<file path="src/rtl/lta_pkg.sv">
// lta_pkg: constants, types and field helpers for the link training port
// Function
// - enable low: lanes stay in mission mode
// - restart input restarts training from any state
// - preset input sent in outgoing control block
// - initialize input sent in outgoing control block
// - each lane pattern seeded from own input
// - three tap requests sent in control block
// - three tap statuses sent in status block
// - done flag set in send-data state
// - active flag set while lane trains
// - failure flag set when training times out
// - received frame start pulses one cycle
// - frame sync flag once receiver locks
// - received preset bit presented per lane
// - received initialize bit presented per lane
// - received tap requests presented per lane
// - received post tap status presented
// - received main, pre tap status presented
// - transmit frame start pulses one cycle
package lta_pkg;
	localparam int LANES = 4;
	localparam int SEED_W = 11;
	localparam int TAP_W = 2;
	localparam int BLK_W = 16;
	localparam int MARK_W = 16;
	localparam int PAT_BITS = 64;
	localparam int HDR_BITS = MARK_W + 2 * BLK_W;
	localparam int FRAME_BITS = HDR_BITS + PAT_BITS;
	localparam int POS_W = 8;
	localparam logic [MARK_W-1:0] FRAME_MARKER = 16'hFF00;
	localparam int LOCK_HITS = 3;
	// control block layout
	localparam int CTL_PRE_LSB = 0;
	localparam int CTL_MAIN_LSB = 2;
	localparam int CTL_POST_LSB = 4;
	localparam int CTL_INIT_BIT = 12;
	localparam int CTL_PRESET_BIT = 13;
	// status block layout
	localparam int STS_PRE_LSB = 0;
	localparam int STS_MAIN_LSB = 2;
	localparam int STS_POST_LSB = 4;
	localparam int STS_READY_BIT = 15;
	// field encodings
	localparam logic [1:0] REQ_HOLD = 2'h0;
	localparam logic [1:0] REQ_INC = 2'h1;
	localparam logic [1:0] REQ_DEC = 2'h2;
	localparam logic [1:0] STS_NOT_UPD = 2'h0;
	localparam logic [1:0] STS_UPDATED = 2'h1;
	localparam logic [1:0] STS_MIN = 2'h2;
	localparam logic [1:0] STS_MAX = 2'h3;
	localparam logic [SEED_W-1:0] SEED_ZERO_FIX = 11'h001;
	// training period limit
	localparam longint CLK_PERIOD_NS = 100;
	localparam longint MAX_WAIT_MS = 500;
	localparam longint MAX_WAIT_CYC =
		MAX_WAIT_MS * 64'd1000000 / CLK_PERIOD_NS;
	localparam int WAIT_W = 23;

	typedef enum logic [1:0] {
		ST_MISSION, ST_TRAIN, ST_SEND_DATA, ST_FAIL
	} lta_state_t;

	// packs outgoing control block
	function automatic logic [BLK_W-1:0] build_ctrl(
		input logic preset, input logic init,
		input logic [1:0] post, input logic [1:0] main,
		input logic [1:0] pre);
		logic [BLK_W-1:0] b;
		b = '0;
		b[CTL_PRESET_BIT] = preset;
		b[CTL_INIT_BIT] = init;
		b[CTL_POST_LSB +: TAP_W] = post;
		b[CTL_MAIN_LSB +: TAP_W] = main;
		b[CTL_PRE_LSB +: TAP_W] = pre;
		return b;
	endfunction

	// packs outgoing status block
	function automatic logic [BLK_W-1:0] build_stat(
		input logic ready, input logic [1:0] post,
		input logic [1:0] main, input logic [1:0] pre);
		logic [BLK_W-1:0] b;
		b = '0;
		b[STS_READY_BIT] = ready;
		b[STS_POST_LSB +: TAP_W] = post;
		b[STS_MAIN_LSB +: TAP_W] = main;
		b[STS_PRE_LSB +: TAP_W] = pre;
		return b;
	endfunction

	// pulls one 2-bit tap field from a block
	function automatic logic [1:0] tap_of(
		input logic [BLK_W-1:0] b, input int lsb);
		return b[lsb +: TAP_W];
	endfunction
endpackage
</file>
<file path="src/rtl/lta_frame_rx.sv">
// lta_frame_rx: finds, locks to and unpacks one lane's training frames
`timescale 1ns/1ps
`default_nettype none
module lta_frame_rx (
	input  wire logic                     clk,
	input  wire logic                     rst_n,
	input  wire logic                     run,
	input  wire logic                     ser_in,
	output var  logic                     lock,
	output var  logic                     sof,
	output var  logic [lta_pkg::BLK_W-1:0] ctrl_blk,
	output var  logic [lta_pkg::BLK_W-1:0] stat_blk
);
	import lta_pkg::*;

	logic [2*BLK_W-1:0] sh_r;
	logic [POS_W-1:0]   pos_r;
	logic [1:0]         hits_r;
	wire                hit;
	wire                on_time;
	wire                accept;
	wire                gain;
	wire                miss;

	// marker search: hunt anywhere, then only at the expected place
	assign hit = sh_r[MARK_W-1:0] == FRAME_MARKER;
	assign on_time = pos_r == POS_W'(FRAME_BITS);
	assign accept = hit && (!lock || on_time);
	assign gain = !lock && accept && on_time &&
		hits_r == 2'(LOCK_HITS - 1);
	assign miss = lock && on_time && !hit;

	// shift register, position counter and lock state
	always_ff @(posedge clk) begin
		if (!rst_n || !run) begin
			sh_r <= '0;
			pos_r <= '0;
			hits_r <= '0;
			lock <= 1'b0;
			sof <= 1'b0;
			ctrl_blk <= '0;
			stat_blk <= '0;
		end else begin
			sh_r <= {sh_r[2*BLK_W-2:0], ser_in};
			if (accept)
				pos_r <= POS_W'(1); // first bit after the marker is bit one
			else if (pos_r != '1)
				pos_r <= pos_r + 1'b1;
			if (accept && !lock)
				hits_r <= on_time ? hits_r + 1'b1 : 2'h1;
			else if (miss)
				hits_r <= '0;
			if (gain)
				lock <= 1'b1;
			else if (miss)
				lock <= 1'b0;
			sof <= accept && (lock || gain);
			if (lock && pos_r == POS_W'(2 * BLK_W)) begin
				ctrl_blk <= sh_r[2*BLK_W-1:BLK_W];
				stat_blk <= sh_r[BLK_W-1:0];
			end
		end
	end
endmodule
`default_nettype wire

</file>
<file path="src/rtl/lta_frame_tx.sv">
// lta_frame_tx: serialises one lane's training frames
`timescale 1ns/1ps
`default_nettype none
module lta_frame_tx (
	input  wire logic                      clk,
	input  wire logic                      rst_n,
	input  wire logic                      run,
	input  wire logic [lta_pkg::BLK_W-1:0]  ctrl_blk,
	input  wire logic [lta_pkg::BLK_W-1:0]  stat_blk,
	input  wire logic [lta_pkg::SEED_W-1:0] seed,
	output var  logic                      ser_out,
	output var  logic                      sof
);
	import lta_pkg::*;

	logic [POS_W-1:0]    cnt_r;
	logic [HDR_BITS-1:0] hdr_r;
	logic [SEED_W-1:0]   prbs_r;
	wire                 first;
	wire                 last;
	wire                 in_hdr;
	wire                 bit_nxt;
	wire                 fb;
	wire  [SEED_W-1:0]   seed_ok;

	// frame position decode and pattern feedback
	assign first = cnt_r == '0;
	assign last = cnt_r == POS_W'(FRAME_BITS - 1);
	assign in_hdr = cnt_r < POS_W'(HDR_BITS);
	assign fb = prbs_r[10] ^ prbs_r[8];
	assign seed_ok = (seed == '0) ? SEED_ZERO_FIX : seed; // all-zero locks up
	assign bit_nxt = first ? FRAME_MARKER[MARK_W-1] :
		in_hdr ? hdr_r[HDR_BITS-1] : prbs_r[SEED_W-1];

	// header shift, pattern generator and frame counter
	always_ff @(posedge clk) begin
		if (!rst_n || !run) begin
			cnt_r <= '0;
			hdr_r <= '0;
			prbs_r <= seed_ok;
			ser_out <= 1'b0;
			sof <= 1'b0;
		end else begin
			cnt_r <= last ? '0 : cnt_r + 1'b1;
			sof <= first;
			ser_out <= bit_nxt;
			if (first)
				hdr_r <= {FRAME_MARKER[MARK_W-2:0], ctrl_blk, stat_blk,
					1'b0};
			else
				hdr_r <= {hdr_r[HDR_BITS-2:0], 1'b0};
			if (!in_hdr)
				prbs_r <= {prbs_r[SEED_W-2:0], fb};
		end
	end
endmodule
`default_nettype wire

</file>
<file path="src/rtl/lta_link_train.sv">
// lta_link_train: four-lane link training port, top level
`timescale 1ns/1ps
`default_nettype none
module lta_link_train #(
	parameter int unsigned MAX_WAIT_CYCLES = int'(lta_pkg::MAX_WAIT_CYC)
) (
	input  wire logic REF_CLK,
	input  wire logic RSTN,
	// control side
	input  wire logic TRAIN_ENABLE_IN,
	input  wire logic TRAIN_RESTART_IN,
	input  wire logic [lta_pkg::LANES-1:0] RX_SIDE_DONE_IN,
	input  wire logic [lta_pkg::LANES-1:0] PRESET_BIT_OUT_FRAME,
	input  wire logic [lta_pkg::LANES-1:0] INIT_BIT_OUT_FRAME,
	input  wire logic [lta_pkg::LANES*lta_pkg::SEED_W-1:0]
		PATTERN_SEED_LANE,
	input  wire logic [lta_pkg::LANES*lta_pkg::TAP_W-1:0]
		POST_TAP_REQUEST_OUT,
	input  wire logic [lta_pkg::LANES*lta_pkg::TAP_W-1:0]
		MAIN_TAP_REQUEST_OUT,
	input  wire logic [lta_pkg::LANES*lta_pkg::TAP_W-1:0]
		PRE_TAP_REQUEST_OUT,
	input  wire logic [lta_pkg::LANES*lta_pkg::TAP_W-1:0]
		POST_TAP_STATUS_OUT,
	input  wire logic [lta_pkg::LANES*lta_pkg::TAP_W-1:0]
		MAIN_TAP_STATUS_OUT,
	input  wire logic [lta_pkg::LANES*lta_pkg::TAP_W-1:0]
		PRE_TAP_STATUS_OUT,
	// lane serial data
	input  wire logic [lta_pkg::LANES-1:0] MISSION_TX_DATA,
	input  wire logic [lta_pkg::LANES-1:0] LANE_RX_DATA,
	output wire logic [lta_pkg::LANES-1:0] LANE_TX_DATA,
	// status side
	output wire logic [lta_pkg::LANES-1:0] TRAINING_DONE_FLAG,
	output wire logic [lta_pkg::LANES-1:0] TRAINING_ACTIVE_FLAG,
	output wire logic [lta_pkg::LANES-1:0] TRAINING_TIMEOUT_FLAG,
	output wire logic [lta_pkg::LANES-1:0] RX_FRAME_START_PULSE,
	output wire logic [lta_pkg::LANES-1:0] TX_FRAME_START_PULSE,
	output wire logic [lta_pkg::LANES-1:0] FRAME_SYNC_FLAG,
	output wire logic [lta_pkg::LANES-1:0] PRESET_BIT_RECEIVED,
	output wire logic [lta_pkg::LANES-1:0] INIT_BIT_RECEIVED,
	output wire logic [lta_pkg::LANES*lta_pkg::TAP_W-1:0]
		POST_TAP_REQUEST_RECEIVED,
	output wire logic [lta_pkg::LANES*lta_pkg::TAP_W-1:0]
		MAIN_TAP_REQUEST_RECEIVED,
	output wire logic [lta_pkg::LANES*lta_pkg::TAP_W-1:0]
		PRE_TAP_REQUEST_RECEIVED,
	output wire logic [lta_pkg::LANES*lta_pkg::TAP_W-1:0]
		POST_TAP_STATUS_RECEIVED,
	output wire logic [lta_pkg::LANES*lta_pkg::TAP_W-1:0]
		MAIN_TAP_STATUS_RECEIVED,
	output wire logic [lta_pkg::LANES*lta_pkg::TAP_W-1:0]
		PRE_TAP_STATUS_RECEIVED
);
	import lta_pkg::*;

	localparam logic [WAIT_W-1:0] WAIT_LAST =
		WAIT_W'(MAX_WAIT_CYCLES - 1);

	// one training engine per lane
	for (genvar l = 0; l < LANES; l++) begin : g_lane
		lta_state_t         st_r;
		lta_state_t         st_nxt;
		logic [WAIT_W-1:0]  tmr_r;
		logic [WAIT_W-1:0]  tmr_nxt;
		logic               done_r;
		logic               active_r;
		logic               fail_r;
		logic               txd_r;
		logic               txsof_r;
		wire                tx_run;
		wire                rx_run;
		wire                tx_ser;
		wire                tx_sof;
		wire                rx_lock;
		wire                rx_sof;
		wire  [BLK_W-1:0]   ctrl_out;
		wire  [BLK_W-1:0]   stat_out;
		wire  [BLK_W-1:0]   ctrl_in;
		wire  [BLK_W-1:0]   stat_in;
		wire                partner_ready;
		wire                trained;
		wire                timed_out;
		wire                restart;

		// outgoing blocks from the control inputs
		assign ctrl_out = build_ctrl(
			PRESET_BIT_OUT_FRAME[l],
			INIT_BIT_OUT_FRAME[l],
			POST_TAP_REQUEST_OUT[l*TAP_W +: TAP_W],
			MAIN_TAP_REQUEST_OUT[l*TAP_W +: TAP_W],
			PRE_TAP_REQUEST_OUT[l*TAP_W +: TAP_W]);
		assign stat_out = build_stat(
			RX_SIDE_DONE_IN[l],
			POST_TAP_STATUS_OUT[l*TAP_W +: TAP_W],
			MAIN_TAP_STATUS_OUT[l*TAP_W +: TAP_W],
			PRE_TAP_STATUS_OUT[l*TAP_W +: TAP_W]);

		// completion and timeout decode
		assign partner_ready = stat_in[STS_READY_BIT];
		assign trained = rx_lock && partner_ready &&
			RX_SIDE_DONE_IN[l];
		assign timed_out = tmr_r == WAIT_LAST;
		assign restart = TRAIN_ENABLE_IN && TRAIN_RESTART_IN;
		// restart also clears both frame engines so training starts afresh
		assign tx_run = st_r == ST_TRAIN && !restart;
		assign rx_run = st_r == ST_TRAIN && !restart;

		// lane training state machine
		always_comb begin
			st_nxt = st_r;
			tmr_nxt = tmr_r;
			unique case (st_r)
				ST_MISSION: begin
					tmr_nxt = '0;
					if (TRAIN_ENABLE_IN)
						st_nxt = ST_TRAIN;
				end
				ST_TRAIN: begin
					tmr_nxt = tmr_r + 1'b1;
					if (trained)
						st_nxt = ST_SEND_DATA;
					else if (timed_out)
						st_nxt = ST_FAIL;
				end
				ST_SEND_DATA: begin
					tmr_nxt = '0;
				end
				ST_FAIL: begin
					tmr_nxt = '0;
				end
			endcase
			if (restart) begin
				st_nxt = ST_TRAIN;
				tmr_nxt = '0;
			end
			if (!TRAIN_ENABLE_IN) begin
				st_nxt = ST_MISSION;
				tmr_nxt = '0;
			end
		end

		// state, timer and flag registers
		always_ff @(posedge REF_CLK) begin
			if (!RSTN) begin
				st_r <= ST_MISSION;
				tmr_r <= '0;
				done_r <= 1'b0;
				active_r <= 1'b0;
				fail_r <= 1'b0;
			end else begin
				st_r <= st_nxt;
				tmr_r <= tmr_nxt;
				done_r <= st_nxt == ST_SEND_DATA;
				active_r <= st_nxt == ST_TRAIN;
				fail_r <= st_nxt == ST_FAIL;
			end
		end

		// lane output: training frames while training, else mission
		always_ff @(posedge REF_CLK) begin
			if (!RSTN) begin
				txd_r <= 1'b0;
				txsof_r <= 1'b0;
			end else begin
				txd_r <= tx_run ? tx_ser : MISSION_TX_DATA[l];
				txsof_r <= tx_run && tx_sof;
			end
		end

		lta_frame_tx u_tx (
			.clk      (REF_CLK),
			.rst_n    (RSTN),
			.run      (tx_run),
			.ctrl_blk (ctrl_out),
			.stat_blk (stat_out),
			.seed     (PATTERN_SEED_LANE[l*SEED_W +: SEED_W]),
			.ser_out  (tx_ser),
			.sof      (tx_sof)
		);

		lta_frame_rx u_rx (
			.clk      (REF_CLK),
			.rst_n    (RSTN),
			.run      (rx_run),
			.ser_in   (LANE_RX_DATA[l]),
			.lock     (rx_lock),
			.sof      (rx_sof),
			.ctrl_blk (ctrl_in),
			.stat_blk (stat_in)
		);

		// status outputs, all straight from flip-flops
		assign LANE_TX_DATA[l] = txd_r;
		assign TX_FRAME_START_PULSE[l] = txsof_r;
		assign TRAINING_DONE_FLAG[l] = done_r;
		assign TRAINING_ACTIVE_FLAG[l] = active_r;
		assign TRAINING_TIMEOUT_FLAG[l] = fail_r;
		assign RX_FRAME_START_PULSE[l] = rx_sof;
		assign FRAME_SYNC_FLAG[l] = rx_lock;
		assign PRESET_BIT_RECEIVED[l] = ctrl_in[CTL_PRESET_BIT];
		assign INIT_BIT_RECEIVED[l] = ctrl_in[CTL_INIT_BIT];

		// received tap fields
		assign POST_TAP_REQUEST_RECEIVED[l*TAP_W +: TAP_W] =
			tap_of(ctrl_in, CTL_POST_LSB);
		assign MAIN_TAP_REQUEST_RECEIVED[l*TAP_W +: TAP_W] =
			tap_of(ctrl_in, CTL_MAIN_LSB);
		assign PRE_TAP_REQUEST_RECEIVED[l*TAP_W +: TAP_W] =
			tap_of(ctrl_in, CTL_PRE_LSB);
		assign POST_TAP_STATUS_RECEIVED[l*TAP_W +: TAP_W] =
			tap_of(stat_in, STS_POST_LSB);
		assign MAIN_TAP_STATUS_RECEIVED[l*TAP_W +: TAP_W] =
			tap_of(stat_in, STS_MAIN_LSB);
		assign PRE_TAP_STATUS_RECEIVED[l*TAP_W +: TAP_W] =
			tap_of(stat_in, STS_PRE_LSB);
	end
endmodule
`default_nettype wire

</file>
<file path="config.mk">
export PLATFORM = sky130hd
export DESIGN_NAME = lta_link_train
export DESIGN_NICKNAME = d
export VERILOG_FILES = /design/src/rtl/lta_pkg.sv /design/src/rtl/lta_frame_rx.sv /design/src/rtl/lta_frame_tx.sv /design/src/rtl/lta_link_train.sv
export SDC_FILE = /design/constraint.sdc
export NUM_CORES = 1
export LEC_CHECK = 0
export BUFFER_PORTS_ARGS = -buffer_cell sky130_fd_sc_hd__buf_4
export CAP_MARGIN = 40
export CORE_MARGIN = 10
export CORE_UTILIZATION = 53
export DETAILED_ROUTE_END_ITERATION = 10
export PLACE_DENSITY = 0.84
export SLEW_MARGIN = 0
export SYNTH_ARGS = -nofsm -noshare
export SYNTH_HDL_FRONTEND = slang
export SYNTH_SLANG_ARGS = --single-unit
</file>
<file path="constraint.sdc">
create_clock -name REF_CLK -period 2.4 [get_ports REF_CLK]
set_clock_uncertainty 0.05 [all_clocks]
set_input_delay 0.48 -clock REF_CLK [delete_from_list [all_inputs] [get_ports REF_CLK]]
set_output_delay 0.48 -clock REF_CLK [all_outputs]
set_load 0.03 [all_outputs]
</file>
Word-level counts from Yosys, hierarchy flattened
Cells that the tools add are included.
{"block": "classes", "addsub": 16, "n_eq_ne": 56, "magnitude_cmp": 4, "muxes": 80, "mul": 0, "n_reduce_logical": 116, "n_div": 0, "shifts": 0, "bitwise_logic": 6}
{"op": "48-bit two-way mux", "n": 4}
{"op": "23-bit case mux with 2 select lines", "n": 4}
{"op": "11-bit two-way mux", "n": 12}
{"op": "23-bit by 1-bit adder with 23-bit output (second input constant)", "n": 4}
{"op": "23-bit equality test (second input constant)", "n": 4}
{"op": "8-bit by 1-bit adder with 8-bit output (second input constant)", "n": 8}
{"op": "16-bit equality test (second input constant)", "n": 4}
{"op": "8-bit by 7-bit equality test with 1-bit output (second input constant)", "n": 8}
{"op": "2-bit two-way mux", "n": 28}
{"op": "1-bit logical AND", "n": 49}
{"op": "11-bit logical NOT", "n": 4}
{"op": "2-bit equality test (second input constant)", "n": 20}
{"op": "8-bit by 6-bit equality test with 1-bit output (second input constant)", "n": 4}
{"op": "8-bit logical NOT", "n": 4}
{"op": "8-bit by 6-bit less-than comparator with 1-bit output (second input constant)", "n": 4}
{"op": "8-bit inequality test (second input constant)", "n": 4}
{"op": "1-bit two-way mux", "n": 28}
{"op": "2-bit nonzero test", "n": 12}
{"op": "2-bit OR reduction", "n": 12}
{"op": "2-bit by 1-bit equality test with 1-bit output (second input constant)", "n": 8}
{"op": "2-bit case mux with 2 select lines", "n": 4}
{"op": "3-bit OR reduction", "n": 5}
{"op": "1-bit logical NOT", "n": 14}
{"op": "1-bit logical OR", "n": 12}
{"op": "other kinds (5)", "n": 18}
{"block": "word_totals", "memories": 0, "out_inout_bits": 84, "mem_bits_ro": 0, "ram_bits": 0, "input_bits": 116, "latch_bits": 0, "regBits": 684}

Longest topological paths before layout
{"block": "logic_depth", "word_depth": 8, "mapped_depth": 8, "depth_no_buf": 6}

By module
From an unflattened synthesis, not the netlist that was laid out.
{"block": "hier_totals", "cells_unflattened": 2961, "area_unflattened_um2": 26864.5}
{"module": "lta_frame_rx", "n_inst": 4, "area_per_inst_um2": 2682.6, "cells_each": 294}
{"module": "lta_frame_tx", "n_inst": 4, "area_per_inst_um2": 2630.0, "cells_each": 283}
{"module": "lta_link_train", "n_inst": 1, "area_per_inst_um2": 5614.1, "cells_each": 653}

Worst setup path after synthesis
Ideal clock, no wire load.
{"block": "synth_timing", "kind": "input to register", "from": "input port RSTN", "to": "register g_lane[2].u_tx.prbs_r[0] (enable)", "t_arrival_ps": 1983, "setup_ps": 327, "slack_ps": 40, "path_buffers": 3, "stages": 6, "path_cell_list": "clkbuf_1 -> a21bo_2 -> nor2_1 -> clkbuf_1 -> clkbuf_1 -> nand2_1"}
{"block": "synth_between", "elab_chain_len": 3}
{"element": "start, declared", "line": "lta_link_train.sv:8", "source": "input wire logic RSTN,"}
{"element": "1-bit logical NOT", "line": "lta_frame_tx.sv:37", "source": "if (!rst_n || !run) begin"}
{"element": "1-bit logical OR", "line": "lta_frame_tx.sv:37"}
{"element": "2-bit by 1-bit inequality test with 1-bit output (no line)"}
{"element": "end signal, assigned", "line": "lta_frame_tx.sv:40", "source": "prbs_r <= seed_ok;"}
{"element": "end signal, assigned", "line": "lta_frame_tx.sv:53", "source": "prbs_r <= {prbs_r[SEED_W-2:0], fb};"}
{"element": "end, declared", "line": "lta_frame_tx.sv:18", "source": "logic [SEED_W-1:0] prbs_r;"}
No other way between the ends.
A chain may end at the register's enable or synchronous reset.

Worst setup path in the final report
{"block": "layout_timing", "from": "register g_lane[0].tmr_r[0]", "to": "register g_lane[0].tmr_r[20]"}
{"block": "layout_between", "elab_chain_len": 2}
{"element": "start, declared", "line": "lta_link_train.sv:64", "source": "logic [WAIT_W-1:0] tmr_r;"}
{"element": "start signal, assigned", "line": "lta_link_train.sv:153", "source": "tmr_r <= tmr_nxt;"}
{"element": "23-bit by 1-bit adder with 23-bit output", "line": "lta_link_train.sv:120", "source": "tmr_nxt = tmr_r + 1'b1;"}
{"element": "23-bit case mux with 2 select lines", "line": "lta_link_train.sv:113", "source": "unique case (st_r)"}
No other way between the ends.

==> impl_metrics.json <==
{
  "outcome": "finished clean",
  "fp-row-count": 76,
  "totalWireLength_um": 50200,
  "synth_seq_area_share_pct": 56.0,
  "grt_usage_pct": 18.5,
  "most-common-layout-cells": "sky130_fd_sc_hd__dfxtp_1 (576), sky130_fd_sc_hd__nand2_1 (335), sky130_fd_sc_hd__and3_1 (253)",
  "mappedNetlistArea_mm2": 0.0230,
  "cp_cell_sequence": "ha_1 > and4_1 > nand4_1 > or4_1 > a21oi_1",
  "final.fill_count": 3413,
  "core-area_mm2": 0.0430,
  "detail_route.iter0.violations": 1489,
  "power.density_mw_per_mm2": 769,
  "timing.fmax_mhz": 457,
  "regArea_mm2": 0.0129,
  "globalRoute.totalOverflow": 0,
  "dp_hpwl_um": 34300,
  "flow.area_growth_from_synthesis_pct": 16.5,
  "final-setup-viol-count": 0,
  "tritoncts": "yes",
  "totalPowerFinal_mw": 20.6,
  "hold_path.class": "input port to flip-flop",
  "synth_warnings": 0,
  "rsz0062_at_grt": "no",
  "remaining_drc_errors": 0,
  "vias_per_std_cell": 5.48,
  "detailedRoute.firstPassIterationCount": 6,
  "design.die.area_mm2": 0.0521,
  "timing.critical_path.slowest_stage_cell": "sky130_fd_sc_hd__or4_1",
  "final_layout_size_suffix_gt1_share_pct": 14.2,
  "final_cell_count_no_fill": 3187,
  "tritoncts_num_sinks": 620,
  "dp.cells": 3077,
  "leading_register_cell_type_out_of_synthesis": "sky130_fd_sc_hd__dfxtp_1",
  "synthCells": 2426,
  "cp_data_required_time_ns": 2.88,
  "initial_util_pct": 53.4,
  "tns_ns": 0,
  "floorplan.die.height_um": 228,
  "timing_max_transition_violations_final": 0,
  "avgSynthCellArea_um2": 9.46,
  "grt_max_degree": 63,
  "critPathArrivalTime_ns": 2.66,
  "netlist-cell-type-count": 57,
  "clk_root_buffer_cell": "sky130_fd_sc_hd__clkbuf_16",
  "clk_pin_slew_ns": 0.06,
  "cts_buffers": 58,
  "clock_insertion_delay_worst_skew_ns": 0.60,
  "cp-start-kind": "flip-flop",
  "cts_setup_buffers": 0,
  "via_count_of_the_first_global_routing_pass": 16983,
  "antenna_violating_nets_left": 0,
  "vdd.ir_drop.worst_uv": 513,
  "syn_nets": 2569,
  "area_occupied_by_multi_input_gates_mm2": 0.00907,
  "async_flop_share_pct": 0,
  "timing.critical_path.fanout_max": 11,
  "final_core_utilization_pct": 62.2,
  "io_pins": 200,
  "number_of_antenna_violations_at_the_first_check_in_global_routing": 2,
  "critical-path-max-stage-delay_ns": 0.62,
  "mostFrequentLayoutCell": "sky130_fd_sc_hd__dfxtp_1",
  "nets": 2696,
  "dieWidth_um": 228,
  "layout_min_cycle_time_ns": 2.19,
  "path_class": "flip-flop to flip-flop",
  "endpoint_type_of_the_worst_setup_path": "flip-flop",
  "cts_max_path_buffers": 3,
  "finalCritPeriodShare_pct": 91.2,
  "gp_congestion": 0.840,
  "ys_seq_elements": 620,
  "final-hold-violation-count": 0,
  "detailroute.via_count": 17477,
  "avgRoutedWirePerCell_um": 15.8,
  "worst-slew-pin-transition_ns": 0.682,
  "maxCapViolCount": 0,
  "clock_tree.htree_level_count": 2,
  "first_pass_grt_wire_length_um": 82700,
  "synth_enable_flop_cells": 44,
  "io_buffers": 199,
  "power.static_leakage_nw": 11.5,
  "relSlewSlack_pct": 54.5
}
==> worst max-delay path, delay by kind of cell, from the launching register on <==
family	cells	cell delay, ns
and+or+nand+nor	3	1.33
adders and majority gates	1	0.22
DFF	1	0.37
AOI/OAI and AO/OA	1	0.16
==> final cells by class <==
class                           count  area share (%)
Antenna cell                        2          0.0187
Clock buffer                       87            6.52
Clock inverter                     20           0.833
Inverter                           44           0.618
Multi-Input combinational cell   1574            33.9
Sequential cell                   620            48.1
Tap cell                          585            2.74
Timing Repair Buffer              255            7.31
==> state kept, by name, indices dropped and copies added (netlist names) <==
register	count
g_lane.u_tx.hdr_r	188
g_lane.u_rx.sh_r	120
g_lane.tmr_r	92
g_lane.u_tx.prbs_r	44
g_lane.u_rx.ctrl_blk	32
g_lane.u_rx.pos_r	32
g_lane.u_tx.cnt_r	32
g_lane.u_rx.stat_blk	28
g_lane.st_r	8
g_lane.u_rx.hits_r	8
g_lane.active_r	4
g_lane.done_r	4
g_lane.fail_r	4
g_lane.txd_r	4
g_lane.txsof_r	4
g_lane.u_rx.lock	4
g_lane.u_rx.sof	4
g_lane.u_tx.ser_out	4
g_lane.u_tx.sof	4
==> Yosys cell counts (27+ instances only) <==
| library cell | instances | area [um^2] |
|---|---|---|
| sky130_fd_sc_hd__a21oi_1 | 140 | 701 |
| sky130_fd_sc_hd__and3_1 | 253 | 1580 |
| sky130_fd_sc_hd__and4_1 | 27 | 236 |
| sky130_fd_sc_hd__buf_4 | 52 | 390 |
| sky130_fd_sc_hd__clkbuf_1 | 130 | 488 |
| sky130_fd_sc_hd__dfxtp_1 | 576 | 11500 |
| sky130_fd_sc_hd__edfxtp_1 | 44 | 1320 |
| sky130_fd_sc_hd__ha_1 | 27 | 338 |
| sky130_fd_sc_hd__inv_1 | 44 | 165 |
| sky130_fd_sc_hd__mux2i_1 | 57 | 571 |
| sky130_fd_sc_hd__nand2_1 | 336 | 1260 |
| sky130_fd_sc_hd__nand3_1 | 75 | 375 |
| sky130_fd_sc_hd__nand4_1 | 38 | 238 |
| sky130_fd_sc_hd__nor2_1 | 232 | 871 |
| sky130_fd_sc_hd__nor3_1 | 28 | 140 |
| sky130_fd_sc_hd__o21ai_0 | 36 | 180 |
| sky130_fd_sc_hd__or4_1 | 34 | 255 |
| sky130_fd_sc_hd__xnor2_1 | 32 | 280 |
| sky130_fd_sc_hd__xor2_1 | 49 | 429 |
==> routing by layer <==
metal  track usage (%)  vias to the layer above  routed length [um]
li1                  -                     8592                   -
met1              23.3                     8295               21800
met2              30.3                      484               23800
met3              4.47                      106                3050
met4              7.10                        0                1510
met5                 0                        -                   0
==> report_power, final <==
part	internal [mW]	leakage (nW)	switching, mW
combinational	0.279	5.38	0.410
sequential	10.6	5.11	0.0559
clock	5.44	0.964	3.83
==> timing repair <==
item	CTS	global route
hold buffers	1	0
resized for setup	0	0
hold endpoints to repair	1	0
==> cell families after synthesis <==
family | share of synthesized area, %
and+or+nand+nor | 25.2
DFF | 56.0
AOI/OAI and AO/OA | 7.07
buffers and inverters | 4.69
xor gates and xnor gates | 3.09
muxes | 2.48
adders and majority gates | 1.47
==> metrics by stage <==
stage | hold WS, ns | area [um^2] | setup slack, ns
6_report | 0.0550 | 26700 | 0.211
3_5_place_dp | 0.379 | 24800 | 0.258
4_1_cts | 0.0163 | 26700 | 0.245
2_1_floorplan | 0.363 | 23000 | 0.0404
5_1_grt | 0.0334 | 26700 | 0.0867
3_3_place_gp | 0.368 | 24700 | 0.349
==> worst paths after layout <==
check,from,end,slack [ns],depth (start not counted)
hold reg to reg,g_lane[3].u_tx.hdr_r[2],g_lane[3].u_tx.hdr_r[3],0.39,2
hold / removal,PRE_TAP_STATUS_OUT[2],g_lane[1].u_tx.hdr_r[1],0.05,2
setup reg to reg,g_lane[0].tmr_r[0],g_lane[0].tmr_r[20],0.21,5
setup / recovery,g_lane[0].tmr_r[0],g_lane[0].tmr_r[20],0.21,5
No activity file was read; power rests on OpenSTA's default activity.
